[config.mk]
export PLATFORM = sky130hd
export DESIGN_NAME = rrc_ctrl
export DESIGN_NICKNAME = d
export VERILOG_FILES = /design/src/rrc_pkg.sv /design/src/rrc_mod_led.sv /design/src/rrc_blk.sv /design/src/rrc_ctrl.sv
export VERILOG_INCLUDE_DIRS = /design/src
export SDC_FILE = /design/constraint.sdc
export NUM_CORES = 2
export LEC_CHECK = 0
export CAP_MARGIN = 25
export CORE_MARGIN = 2
export CORE_UTILIZATION = 33
export CTS_BUF_LIST = sky130_fd_sc_hd__clkbuf_16
export DETAILED_ROUTE_END_ITERATION = 8
export DONT_BUFFER_PORTS = 1
export PLACE_DENSITY_LB_ADDON = 0.12
export SLEW_MARGIN = 20
export SYNTH_ARGS = -nofsm -noshare
export SYNTH_HDL_FRONTEND = slang
export SYNTH_SLANG_ARGS = --single-unit
export TNS_END_PERCENT = 10
[constraint.sdc]
create_clock -name SYS_CLK -period 4.2 [get_ports SYS_CLK]
set_input_delay 0.42 -clock SYS_CLK [delete_from_list [all_inputs] [get_ports SYS_CLK]]
set_output_delay 0.42 -clock SYS_CLK [all_outputs]
set_load 0.05 [all_outputs]
[src/rrc_consts.svh]
// Purpose: constants for the run/stop and I/O image controller
// Assumes: 250 MHz system clock
// Notes: times in their own unit; link reset count derived from them, init and flash counts given directly
`ifndef RRC_CONSTS_SVH
`define RRC_CONSTS_SVH
`define RRC_CLK_MHZ 250
`define RRC_RESET_MS_MIN 40
`define RRC_RESET_MS_MAX 100
// Least time rounds up; a whole number of cycles already
`define RRC_LINK_RESET_CYC (`RRC_RESET_MS_MIN * 1000 * `RRC_CLK_MHZ)
`define RRC_NUM_DI 24
`define RRC_NUM_AI 8
`define RRC_NUM_DQ 16
`define RRC_NUM_AQ 2
`define RRC_NUM_FLAG 24
`define RRC_NUM_AMARK 6
`define RRC_NUM_SHIFT 8
`define RRC_NUM_KEY 4
`define RRC_NUM_BLANK 16
`define RRC_BASE_DI 8
`define RRC_BASE_DQ 4
`define RRC_MAX_MOD 7
`define RRC_BUS_BITS 4
`define RRC_AW 10
`define RRC_INIT_CYC 16
`define RRC_FLASH_CYC 1024
`endif

[src/rrc_pkg.sv]
// Purpose: types for the run/stop and I/O image controller
// Assumes: constants come from rrc_consts.svh
// Notes: none
package rrc_pkg;
    typedef enum logic [1:0]
    {
        RRC_HALT = 2'b00,
        RRC_SAMPLE = 2'b01,
        RRC_EVAL = 2'b10,
        RRC_UPDATE = 2'b11
    } rrc_run_e;
    typedef enum logic [1:0]
    {
        RRC_LED_OFF = 2'b00,
        RRC_LED_GREEN = 2'b01,
        RRC_LED_RED = 2'b10,
        RRC_LED_ORANGE = 2'b11
    } rrc_led_e;
    // Block ops; unused inputs take a neutral value per op
    typedef enum logic [2:0]
    {
        RRC_OP_AND = 3'b000,
        RRC_OP_OR = 3'b001,
        RRC_OP_NAND = 3'b010,
        RRC_OP_NOR = 3'b011,
        RRC_OP_XOR = 3'b100,
        RRC_OP_NOT = 3'b101
    } rrc_op_e;
    typedef enum logic [1:0]
    {
        RRC_SRC_SIG = 2'b00,
        RRC_SRC_TRUE = 2'b01,
        RRC_SRC_FALSE = 2'b10,
        RRC_SRC_UNUSED = 2'b11
    } rrc_src_e;
endpackage

[src/rrc_mod_led.sv]
// Purpose: status indicator of one expansion module
// Assumes: link_ok and init_busy are synchronous levels
// Notes: init has priority over link state
`timescale 1ns/1ps
module rrc_mod_led
(
    input wire logic clk,
    input wire logic rst_n,
    input wire logic init_busy,
    input wire logic link_ok,
    output rrc_pkg::rrc_led_e led
);
    always_ff @(posedge clk or negedge rst_n)
    begin
        if (!rst_n)
            led <= rrc_pkg::RRC_LED_ORANGE;
        else if (init_busy)
            led <= rrc_pkg::RRC_LED_ORANGE;
        else if (link_ok)
            led <= rrc_pkg::RRC_LED_GREEN;
        else
            led <= rrc_pkg::RRC_LED_RED;
    end
endmodule

[src/rrc_blk.sv]
// Purpose: one four-input logic block of the circuit program
// Assumes: sources already resolved to bits
// Notes: combinational; the caller registers the result
`timescale 1ns/1ps
`include "rrc_consts.svh"
module rrc_blk
(
    input rrc_pkg::rrc_op_e op,
    input wire logic [3:0] sig,
    input rrc_pkg::rrc_src_e [3:0] src,
    output logic y
);
    function automatic logic neutral(input rrc_pkg::rrc_op_e o);
        // Unused leg must not change the result
        neutral = (o == rrc_pkg::RRC_OP_AND || o == rrc_pkg::RRC_OP_NAND);
    endfunction
    logic [3:0] v;
    always_comb
    begin
        for (int i = 0; i < 4; i++)
        begin
            case (src[i])
                rrc_pkg::RRC_SRC_TRUE: v[i] = 1'b1;
                rrc_pkg::RRC_SRC_FALSE: v[i] = 1'b0;
                rrc_pkg::RRC_SRC_UNUSED: v[i] = neutral(op);
                default: v[i] = sig[i];
            endcase
        end
        case (op)
            rrc_pkg::RRC_OP_AND: y = &v;
            rrc_pkg::RRC_OP_OR: y = |v;
            rrc_pkg::RRC_OP_NAND: y = ~&v;
            rrc_pkg::RRC_OP_NOR: y = ~|v;
            rrc_pkg::RRC_OP_XOR: y = ^v;
            rrc_pkg::RRC_OP_NOT: y = ~v[0];
            default: y = 1'b0;
        endcase
    end
endmodule

[src/rrc_ctrl.sv]
// Purpose: run/stop control, I/O image and program scan of the base unit
// Assumes: all inputs synchronous to SYS_CLK; program tables are static inputs
// Notes: one scan is sample, evaluate, update, repeated while running
`timescale 1ns/1ps
`include "rrc_consts.svh"
module rrc_ctrl
#(
    parameter int NUM_MOD = `RRC_MAX_MOD,
    parameter int NUM_BLK = 16,
    parameter int LINK_RESET_CYC = `RRC_LINK_RESET_CYC,
    parameter int INIT_CYC = `RRC_INIT_CYC,
    parameter int FLASH_CYC = `RRC_FLASH_CYC
)
(
    input wire logic SYS_CLK,
    input wire logic RST_N,
    input wire logic RUN_REQ,
    input wire logic STOP_REQ,
    input wire logic [`RRC_BASE_DI-1:0] BASE_DI,
    input wire logic [`RRC_AW-1:0] BASE_AI0,
    input wire logic [`RRC_AW-1:0] BASE_AI1,
    input wire logic [NUM_MOD-1:0] MOD_PRESENT,
    input wire logic [NUM_MOD*3-1:0] MOD_DI_CNT,
    input wire logic [NUM_MOD*3-1:0] MOD_DQ_CNT,
    input wire logic [`RRC_NUM_DI-1:0] MOD_DI,
    input wire logic [NUM_MOD-1:0] MOD_LINK_OK,
    input wire logic [NUM_MOD-1:0] MOD_INIT_BUSY,
    input wire logic [2:0] BUS_SLOT,
    input wire logic BUS_SUPPLY_OK,
    input wire logic BUS_COMM_OK,
    input wire logic [4:0] BUS_ADDR,
    input wire logic [`RRC_BUS_BITS-1:0] BUS_DATA_IN,
    input wire logic [NUM_BLK*3-1:0] PRG_OP,
    input wire logic [NUM_BLK*16-1:0] PRG_SEL,
    input wire logic [NUM_BLK*8-1:0] PRG_SRC,
    input wire logic [NUM_BLK*5-1:0] PRG_DEST,
    output logic RUNNING,
    output logic [`RRC_BASE_DQ-1:0] BASE_DQ,
    output logic [`RRC_NUM_DQ-1:0] MOD_DQ,
    output logic [`RRC_AW-1:0] AQ0,
    output logic [`RRC_AW-1:0] AQ1,
    output logic [`RRC_BUS_BITS-1:0] BUS_DATA_OUT,
    output rrc_pkg::rrc_led_e [NUM_MOD-1:0] MOD_LED,
    output rrc_pkg::rrc_led_e BUS_LED,
    output logic [`RRC_AW-1:0] AI_IMG0,
    output logic [`RRC_AW-1:0] AI_IMG1
);
    // ************************************************************
    // Operating state
    // ************************************************************
    rrc_pkg::rrc_run_e st_q;
    always_ff @(posedge SYS_CLK or negedge RST_N)
    begin
        if (!RST_N)
            st_q <= rrc_pkg::RRC_HALT;
        else
        begin
            case (st_q)
                rrc_pkg::RRC_HALT: if (RUN_REQ && !STOP_REQ) st_q <= rrc_pkg::RRC_SAMPLE;
                rrc_pkg::RRC_SAMPLE: st_q <= STOP_REQ ? rrc_pkg::RRC_HALT : rrc_pkg::RRC_EVAL;
                rrc_pkg::RRC_EVAL: st_q <= STOP_REQ ? rrc_pkg::RRC_HALT : rrc_pkg::RRC_UPDATE;
                // Back to sampling: the scan loops
                rrc_pkg::RRC_UPDATE: st_q <= STOP_REQ ? rrc_pkg::RRC_HALT : rrc_pkg::RRC_SAMPLE;
                default: st_q <= rrc_pkg::RRC_HALT;
            endcase
        end
    end
    assign RUNNING = (st_q != rrc_pkg::RRC_HALT);

    // ************************************************************
    // Link status and installation order
    // ************************************************************
    // Modules right of the bus slave drop out when it loses supply
    logic [NUM_MOD-1:0] link_ok;
    always_comb
    begin
        for (int m = 0; m < NUM_MOD; m++)
            link_ok[m] = MOD_LINK_OK[m] && MOD_PRESENT[m] &&
                         !(!BUS_SUPPLY_OK && m > int'(BUS_SLOT));
    end

    // Consecutive numbering regardless of type
    function automatic logic [4:0] io_base(input logic [NUM_MOD*3-1:0] cnt,
                                           input int upto);
        logic [4:0] s;
        s = 5'h00;
        for (int k = 0; k < NUM_MOD; k++)
            if (k < upto && MOD_PRESENT[k])
                s = s + {2'b00, cnt[k*3 +: 3]};
        io_base = s;
    endfunction

    logic [4:0] bus_di_base;
    logic [4:0] bus_dq_base;
    assign bus_di_base = 5'(`RRC_BASE_DI) + io_base(MOD_DI_CNT, int'(BUS_SLOT));
    assign bus_dq_base = 5'(`RRC_BASE_DQ) + io_base(MOD_DQ_CNT, int'(BUS_SLOT));

    // ************************************************************
    // Output reset on link loss
    // ************************************************************
    logic [NUM_MOD-1:0] lost;
    logic [31:0] loss_cnt_q [NUM_MOD];
    always_ff @(posedge SYS_CLK or negedge RST_N)
    begin
        if (!RST_N)
        begin
            for (int m = 0; m < NUM_MOD; m++)
                loss_cnt_q[m] <= 32'h0;
        end
        else
        begin
            for (int m = 0; m < NUM_MOD; m++)
                if (link_ok[m])
                    loss_cnt_q[m] <= 32'h0;
                else if (loss_cnt_q[m] < 32'(LINK_RESET_CYC))
                    loss_cnt_q[m] <= loss_cnt_q[m] + 32'h1;
        end
    end
    always_comb
    begin
        for (int m = 0; m < NUM_MOD; m++)
            lost[m] = (loss_cnt_q[m] >= 32'(LINK_RESET_CYC));
    end

    // ************************************************************
    // Input image
    // ************************************************************
    logic [`RRC_NUM_DI-1:0] di_q;
    logic [`RRC_AW-1:0] ai0_q;
    logic [`RRC_AW-1:0] ai1_q;
    always_ff @(posedge SYS_CLK or negedge RST_N)
    begin
        if (!RST_N)
        begin
            di_q <= '0;
            ai0_q <= '0;
            ai1_q <= '0;
        end
        else if (st_q == rrc_pkg::RRC_SAMPLE)
        begin
            // One bit per terminal, 1 = voltage present
            di_q <= MOD_DI | {{(`RRC_NUM_DI-`RRC_BASE_DI){1'b0}}, BASE_DI};
            for (int b = 0; b < `RRC_BUS_BITS; b++)
                di_q[5'(bus_di_base + 5'(b))] <= BUS_DATA_IN[b] && BUS_COMM_OK;
            // Terminals 7/8 also read as first two analog inputs
            ai0_q <= BASE_AI0;
            ai1_q <= BASE_AI1;
        end
    end
    assign AI_IMG0 = ai0_q;
    assign AI_IMG1 = ai1_q;

    // ************************************************************
    // Program evaluation
    // ************************************************************
    // Signal space: 24 inputs then 24 flags, addressed by 4-bit select; selects 8-15 add 20
    logic [`RRC_NUM_FLAG-1:0] flag_q;
    logic [`RRC_NUM_DQ-1:0] q_img_q;
    logic [47:0] space;
    logic [NUM_BLK-1:0] blk_y;
    assign space = {flag_q, di_q};
    genvar g;
    for (g = 0; g < NUM_BLK; g++)
    begin : g_blk
        logic [3:0] sig;
        rrc_pkg::rrc_src_e [3:0] src;
        always_comb
        begin
            for (int i = 0; i < 4; i++)
            begin
                sig[i] = space[6'(PRG_SEL[g*16 + i*4 +: 4]) +
                               (PRG_SEL[g*16 + i*4 + 3] ? 6'd20 : 6'd0)];
                src[i] = rrc_pkg::rrc_src_e'(PRG_SRC[g*8 + i*2 +: 2]);
            end
        end
        rrc_blk u_blk
        (
            .op(rrc_pkg::rrc_op_e'(PRG_OP[g*3 +: 3])),
            .sig(sig),
            .src(src),
            .y(blk_y[g])
        );
    end

    // Results land in flags or output image only in evaluate step
    always_ff @(posedge SYS_CLK or negedge RST_N)
    begin
        if (!RST_N)
        begin
            flag_q <= '0;
            q_img_q <= '0;
        end
        else if (st_q == rrc_pkg::RRC_EVAL)
        begin
            for (int k = 0; k < NUM_BLK; k++)
            begin
                if (PRG_DEST[k*5 + 4])
                    flag_q[5'(PRG_DEST[k*5 +: 4]) + 5'd8] <= blk_y[k];
                else
                    q_img_q[PRG_DEST[k*5 +: 4]] <= blk_y[k];
            end
        end
    end

    // ************************************************************
    // Physical outputs
    // ************************************************************
    logic [`RRC_NUM_DQ-1:0] mod_mask;
    always_comb
    begin
        mod_mask = '0;
        for (int m = 0; m < NUM_MOD; m++)
            if (lost[m])
                for (int b = 0; b < `RRC_NUM_DQ; b++)
                    // Module outputs sit above the base four in the image
                    if (5'(b) >= 5'(`RRC_BASE_DQ) + io_base(MOD_DQ_CNT, m) &&
                        5'(b) < 5'(`RRC_BASE_DQ) + io_base(MOD_DQ_CNT, m + 1))
                        mod_mask[b] = 1'b1;
    end

    always_ff @(posedge SYS_CLK or negedge RST_N)
    begin
        if (!RST_N)
        begin
            BASE_DQ <= '0;
            MOD_DQ <= '0;
            AQ0 <= '0;
            AQ1 <= '0;
            BUS_DATA_OUT <= '0;
        end
        else if (st_q == rrc_pkg::RRC_HALT)
        begin
            BASE_DQ <= '0;
            MOD_DQ <= '0;
            AQ0 <= '0;
            AQ1 <= '0;
            BUS_DATA_OUT <= '0;
        end
        else
        begin
            if (st_q == rrc_pkg::RRC_UPDATE)
            begin
                BASE_DQ <= q_img_q[`RRC_BASE_DQ-1:0];
                AQ0 <= ai0_q;
                AQ1 <= ai1_q;
                for (int b = 0; b < `RRC_BUS_BITS; b++)
                    BUS_DATA_OUT[b] <= q_img_q[4'(bus_dq_base + 5'(b))];
            end
            // Link loss clears outputs at once, not waiting for a scan
            for (int b = 0; b < `RRC_NUM_DQ; b++)
                if (mod_mask[b])
                    MOD_DQ[b] <= 1'b0;
                else if (st_q == rrc_pkg::RRC_UPDATE && b >= `RRC_BASE_DQ)
                    MOD_DQ[b] <= q_img_q[b];
        end
    end

    // ************************************************************
    // Indicators
    // ************************************************************
    logic [7:0] init_cnt_q;
    always_ff @(posedge SYS_CLK or negedge RST_N)
    begin
        if (!RST_N)
            init_cnt_q <= 8'h0;
        else if (init_cnt_q < 8'(INIT_CYC))
            init_cnt_q <= init_cnt_q + 8'h1;
    end
    for (g = 0; g < NUM_MOD; g++)
    begin : g_led
        rrc_mod_led u_led
        (
            .clk(SYS_CLK),
            .rst_n(RST_N),
            .init_busy(MOD_INIT_BUSY[g] || init_cnt_q < 8'(INIT_CYC)),
            .link_ok(link_ok[g]),
            .led(MOD_LED[g])
        );
    end

    logic [15:0] flash_cnt_q;
    logic flash_q;
    always_ff @(posedge SYS_CLK or negedge RST_N)
    begin
        if (!RST_N)
        begin
            flash_cnt_q <= 16'h0;
            flash_q <= 1'b0;
        end
        else if (flash_cnt_q >= 16'(FLASH_CYC - 1))
        begin
            flash_cnt_q <= 16'h0;
            flash_q <= !flash_q;
        end
        else
            flash_cnt_q <= flash_cnt_q + 16'h1;
    end
    always_ff @(posedge SYS_CLK or negedge RST_N)
    begin
        if (!RST_N)
            BUS_LED <= rrc_pkg::RRC_LED_RED;
        else if (BUS_ADDR == 5'h00)
            BUS_LED <= flash_q ? rrc_pkg::RRC_LED_ORANGE : rrc_pkg::RRC_LED_RED;
        else if (BUS_COMM_OK && BUS_SUPPLY_OK)
            BUS_LED <= rrc_pkg::RRC_LED_GREEN;
        else
            BUS_LED <= rrc_pkg::RRC_LED_RED;
    end

    // ************************************************************
    // Checks
    // ************************************************************
    halt_outputs_off_a: assert property (@(posedge SYS_CLK) disable iff (!RST_N)
        st_q == rrc_pkg::RRC_HALT && $past(st_q) == rrc_pkg::RRC_HALT |->
            BASE_DQ == '0 && MOD_DQ == '0)
        else $error("outputs on while halted");
    halt_image_kept_a: assert property (@(posedge SYS_CLK) disable iff (!RST_N)
        st_q == rrc_pkg::RRC_HALT |=> $stable(di_q))
        else $error("input image changed while halted");
    halt_no_eval_a: assert property (@(posedge SYS_CLK) disable iff (!RST_N)
        st_q != rrc_pkg::RRC_EVAL |=> $stable(flag_q) && $stable(q_img_q))
        else $error("program evaluated outside evaluate step");
    scan_order_a: assert property (@(posedge SYS_CLK) disable iff (!RST_N)
        st_q == rrc_pkg::RRC_SAMPLE && !STOP_REQ ##1 !STOP_REQ |=> st_q == rrc_pkg::RRC_UPDATE)
        else $error("scan order broken");
    scan_loops_a: assert property (@(posedge SYS_CLK) disable iff (!RST_N)
        st_q == rrc_pkg::RRC_UPDATE && !STOP_REQ |=> st_q == rrc_pkg::RRC_SAMPLE)
        else $error("scan did not repeat");
    stop_halts_a: assert property (@(posedge SYS_CLK) disable iff (!RST_N)
        RUNNING && STOP_REQ |=> !RUNNING)
        else $error("stop not honoured");
    addr_zero_led_a: assert property (@(posedge SYS_CLK) disable iff (!RST_N)
        BUS_ADDR == 5'h00 |=> BUS_LED != rrc_pkg::RRC_LED_GREEN)
        else $error("green led with address zero");
    loss_clears_a: assert property (@(posedge SYS_CLK) disable iff (!RST_N)
        mod_mask[4] |=> !MOD_DQ[4])
        else $error("output kept after link loss");
    run_cover_c: cover property (@(posedge SYS_CLK) disable iff (!RST_N)
        st_q == rrc_pkg::RRC_UPDATE ##1 st_q == rrc_pkg::RRC_SAMPLE);
    stop_cover_c: cover property (@(posedge SYS_CLK) disable iff (!RST_N)
        RUNNING ##1 !RUNNING);
    loss_cover_c: cover property (@(posedge SYS_CLK) disable iff (!RST_N) |lost);
endmodule

==> results.yml <==
route:
  totalWireLength_um: 252000
  avgViaCountPerCell: 6.15
  drt_drc_violations_left: 0
  antenna_left: 0
  first_pass_iters: 8
  num_vias: 51500
  drtIter0Drc: 5154
  wire_per_inst_um: 30.1
global_routing:
  grt_pass1_wl_um: 360000
  grt_pass1_vias: 49900
  grt_overflow: 0
  grt.total_usage: 0.323
  grt_max_degree: 384
  antenna_found_initial: 40
timing:
  tightest_slew_ns: 2.69
  setup_viol: 72
  tns_ns: -111.68
  maxSlewHeadroom: -0.792
  hold_viol_final: 224
  slew_violations: 267
  fin_worst_skew_ns: 0.128
  fmax_mhz: 147
  hold-worst-slack_ns: -0.551
  fin_crit_ns: 6.79
  final.setup.worst_slack_ns: -2.59
  rsz0062_at_grt: "true"
  min_period_over_period: 1.62
cts:
  clk_latency_ns: 0.74
  cts_sinks: 383
  path_clk_slew_ns: 0.05
  cts_root_buffer: "clkbuf_16"
  postCtsHoldBufs: 41
  clock_path_buffers: 3
  cts_buffers: 53
  h-tree-depth: 2
  cts_tree: "done"
layout:
  fill_cells: 14800
  area_growth_pct: 24.4
  final_layout_size_suffix_gt1_frac: 0.271
  multi_input_area_sq_mm: 0.0375
  regArea_sq_mm: 0.00962
  final_nets: 7326
  finish.instance_area_sq_mm: 0.0603
die:
  die_h_um: 387
  core_area_sq_mm: 0.146
  dieArea_sq_mm: 0.150
  start_util: 0.332
  row_count: 140
  ioPinCount: 726
  die_w_um: 387
synthesis:
  ys_types: 118
  synthArstFlopShare: 1.00
  netlist_top_cells_area: "dfrtp_1 (19%), mux4_2 (16%), ha_1 (7.7%), nand2_1 (4.7%), nor2_1 (4.6%)"
  synth.avg_cell_area_sq_um: 8.40
  ys_warn_count: 0
  synthCells: 5765
  synth_top_cell_area_share: 0.190
  synth_ff_type: "dfrtp_1"
  synth-edff-count: 0
  yosysTopAreaCell: "dfrtp_1"
  ys_seq_elements: 383
  syn_area_sq_mm: 0.0484
  ys_seq_area_frac: 0.198
placement:
  dp_hpwl_um: 201000
  pre_cts_slack_ns: -3.51
  gp_congestion: 0.995
  placed_cell_area_sq_mm: 0.0565
  port-buffer-count: 0
job:
  drv_cap: 0
pwr:
  vdd_drop_max_v: 0.000450
  leakage_uw: 0.0250
  p_per_area_mw_per_mm2: 431
setup_path:
  rr_startpoint: "flag_q[9]"
  slowest_delay_ns: 0.53
  setup.worst_path.end_class: "flop"
  r2r_slack_ns: -1.03
  critPathKind: "primary input to flop"
  slowest_stage: "fa_2"
  cp_max_fo: 28
  crit_path_start_kind: "primary input"
  worstPathRequired_ns: 4.77
  r2r_cells: 24
  r2r-end: "flag_q[14]"
  cp.arrival_ns: 7.36
status:
  outcome: "finished with violations"
  violations: "hold timing, slew limit, setup timing"
min_path:
  hold_class: "primary input to asynchronous set/reset pin"
-- Yosys cell counts (62+ instances only) --
library cell  instances
mux2i_1              99
inv_1               268
ha_1                297
nand2_1             601
nor3_1              122
nand4_1              81
clkbuf_1            299
xor2_1              126
nor2b_1             132
nor2_1              598
o21ai_0             209
o22ai_1             105
nand3_1             172
dfrtp_1             368
a21o_1               71
mux4_2              339
nand2b_1             74
xnor2_1              94
and3_1               62
a211oi_1             69
a21oi_1             365
a31oi_1              96
-- routing by layer --
metal,GRT usage,vias to the layer above,share of wire
met5,0,-,0.00023
met4,0.179,8,0.064
met3,0.0887,555,0.10
met2,0.525,2674,0.46
met1,0.385,25400,0.37
li1,-,22900,-
-- final cells by class --
class,count,area share
well taps,1917,0.0398
clock inverters,44,0.00664
repair buffers,935,0.130
inverters,281,0.0177
flip-flops and latches,383,0.160
clock buffers,53,0.0220
multi-input cells,4712,0.622
diodes,51,0.00212
-- cell families (layout without fill, tap and decap cells) --
logic type | Yosys count | after routing | synth area share
xor gates and xnor gates | 226 | 226 | 0.0422
and+or+nand+nor | 2147 | 2147 | 0.212
adders and majority gates | 315 | 315 | 0.0842
AOI/OAI and AO/OA | 1522 | 1522 | 0.216
muxes | 492 | 492 | 0.191
DFF | 383 | 383 | 0.198
buffers and inverters | 679 | 1313 | 0.0558
other | 1 | 61 | 0.0000774
-- what timing repair did --
| action | CTS | global route |
|---|---|---|
| setup buffers | 14 | 11 |
| endpoints found under the hold margin | 423 | 383 |
| gates cloned | 0 | 1 |
| resized for setup | 176 | 114 |
| pin swaps | 61 | 61 |
| setup endpoints to repair | 72 | 72 |
-- placed cells by master (no fill, tap or decap), types with 125 or more instances in the layout --
cell type and n:
mux4_2 339, ha_1 282, dfrtp_1 352, nor2_1 586, xor2_1 125, nand2_1 592, inv_1 272, nor2b_1 132
nand3_1 164, a21oi_1 321, buf_4 819, o21ai_0 186
-- how the worst max path moves through the flow --
stage                      from       end
floorplan           BUS_SLOT[1]  di_q[13]
global placement    BUS_SLOT[1]  di_q[23]
detailed placement  BUS_SLOT[1]  di_q[13]
CTS                 BUS_SLOT[1]  di_q[23]
global route        BUS_SLOT[1]  di_q[13]
finish              BUS_SLOT[1]  di_q[13]
-- state kept, by name, summed over array words and instances, names as in the netlist --
signal           cells
BASE_DQ              4
AQ1                 10
di_q                24
BUS_LED              2
AQ0                 10
init_cnt_q           8
MOD_DQ              12
AI_IMG1             10
flag_q              16
flash_cnt_q         16
flash_q              1
q_img_q             16
st_q                 2
AI_IMG0             10
loss_cnt_q         224
g_led.u_led.led     14
BUS_DATA_OUT         4
-- power by group --
part	total [uW]	switching, uW	internal (uW)
clock	4680	2060	2610
sequential	5930	1690	4250
combinational	15400	8080	7280
total	26000	11800	14100
-- per-stage QoR --
step                      power, uW  instances  utilization  hold slack [ns]
final                         26000       8376        0.414           -0.551
after global placement        20100       8157        0.387            0.149
after global routing          27100       8370        0.413           -0.585
after floorplan               13800       5774            -            0.124
after detailed placement      20200       8160        0.388            0.145
after CTS                     25500       8312        0.408           -0.609
-- critical path: cells and delay by family --
kind / cells / cell delay, ns
buffers and inverters: 6 / 0.48
and+or+nand+nor: 8 / 1.06
xor gates and xnor gates: 1 / 0.17
AOI/OAI and AO/OA: 12 / 1.97
muxes: 1 / 0.18
adders and majority gates: 8 / 3.09
Power figures use the tool's default switching activity.
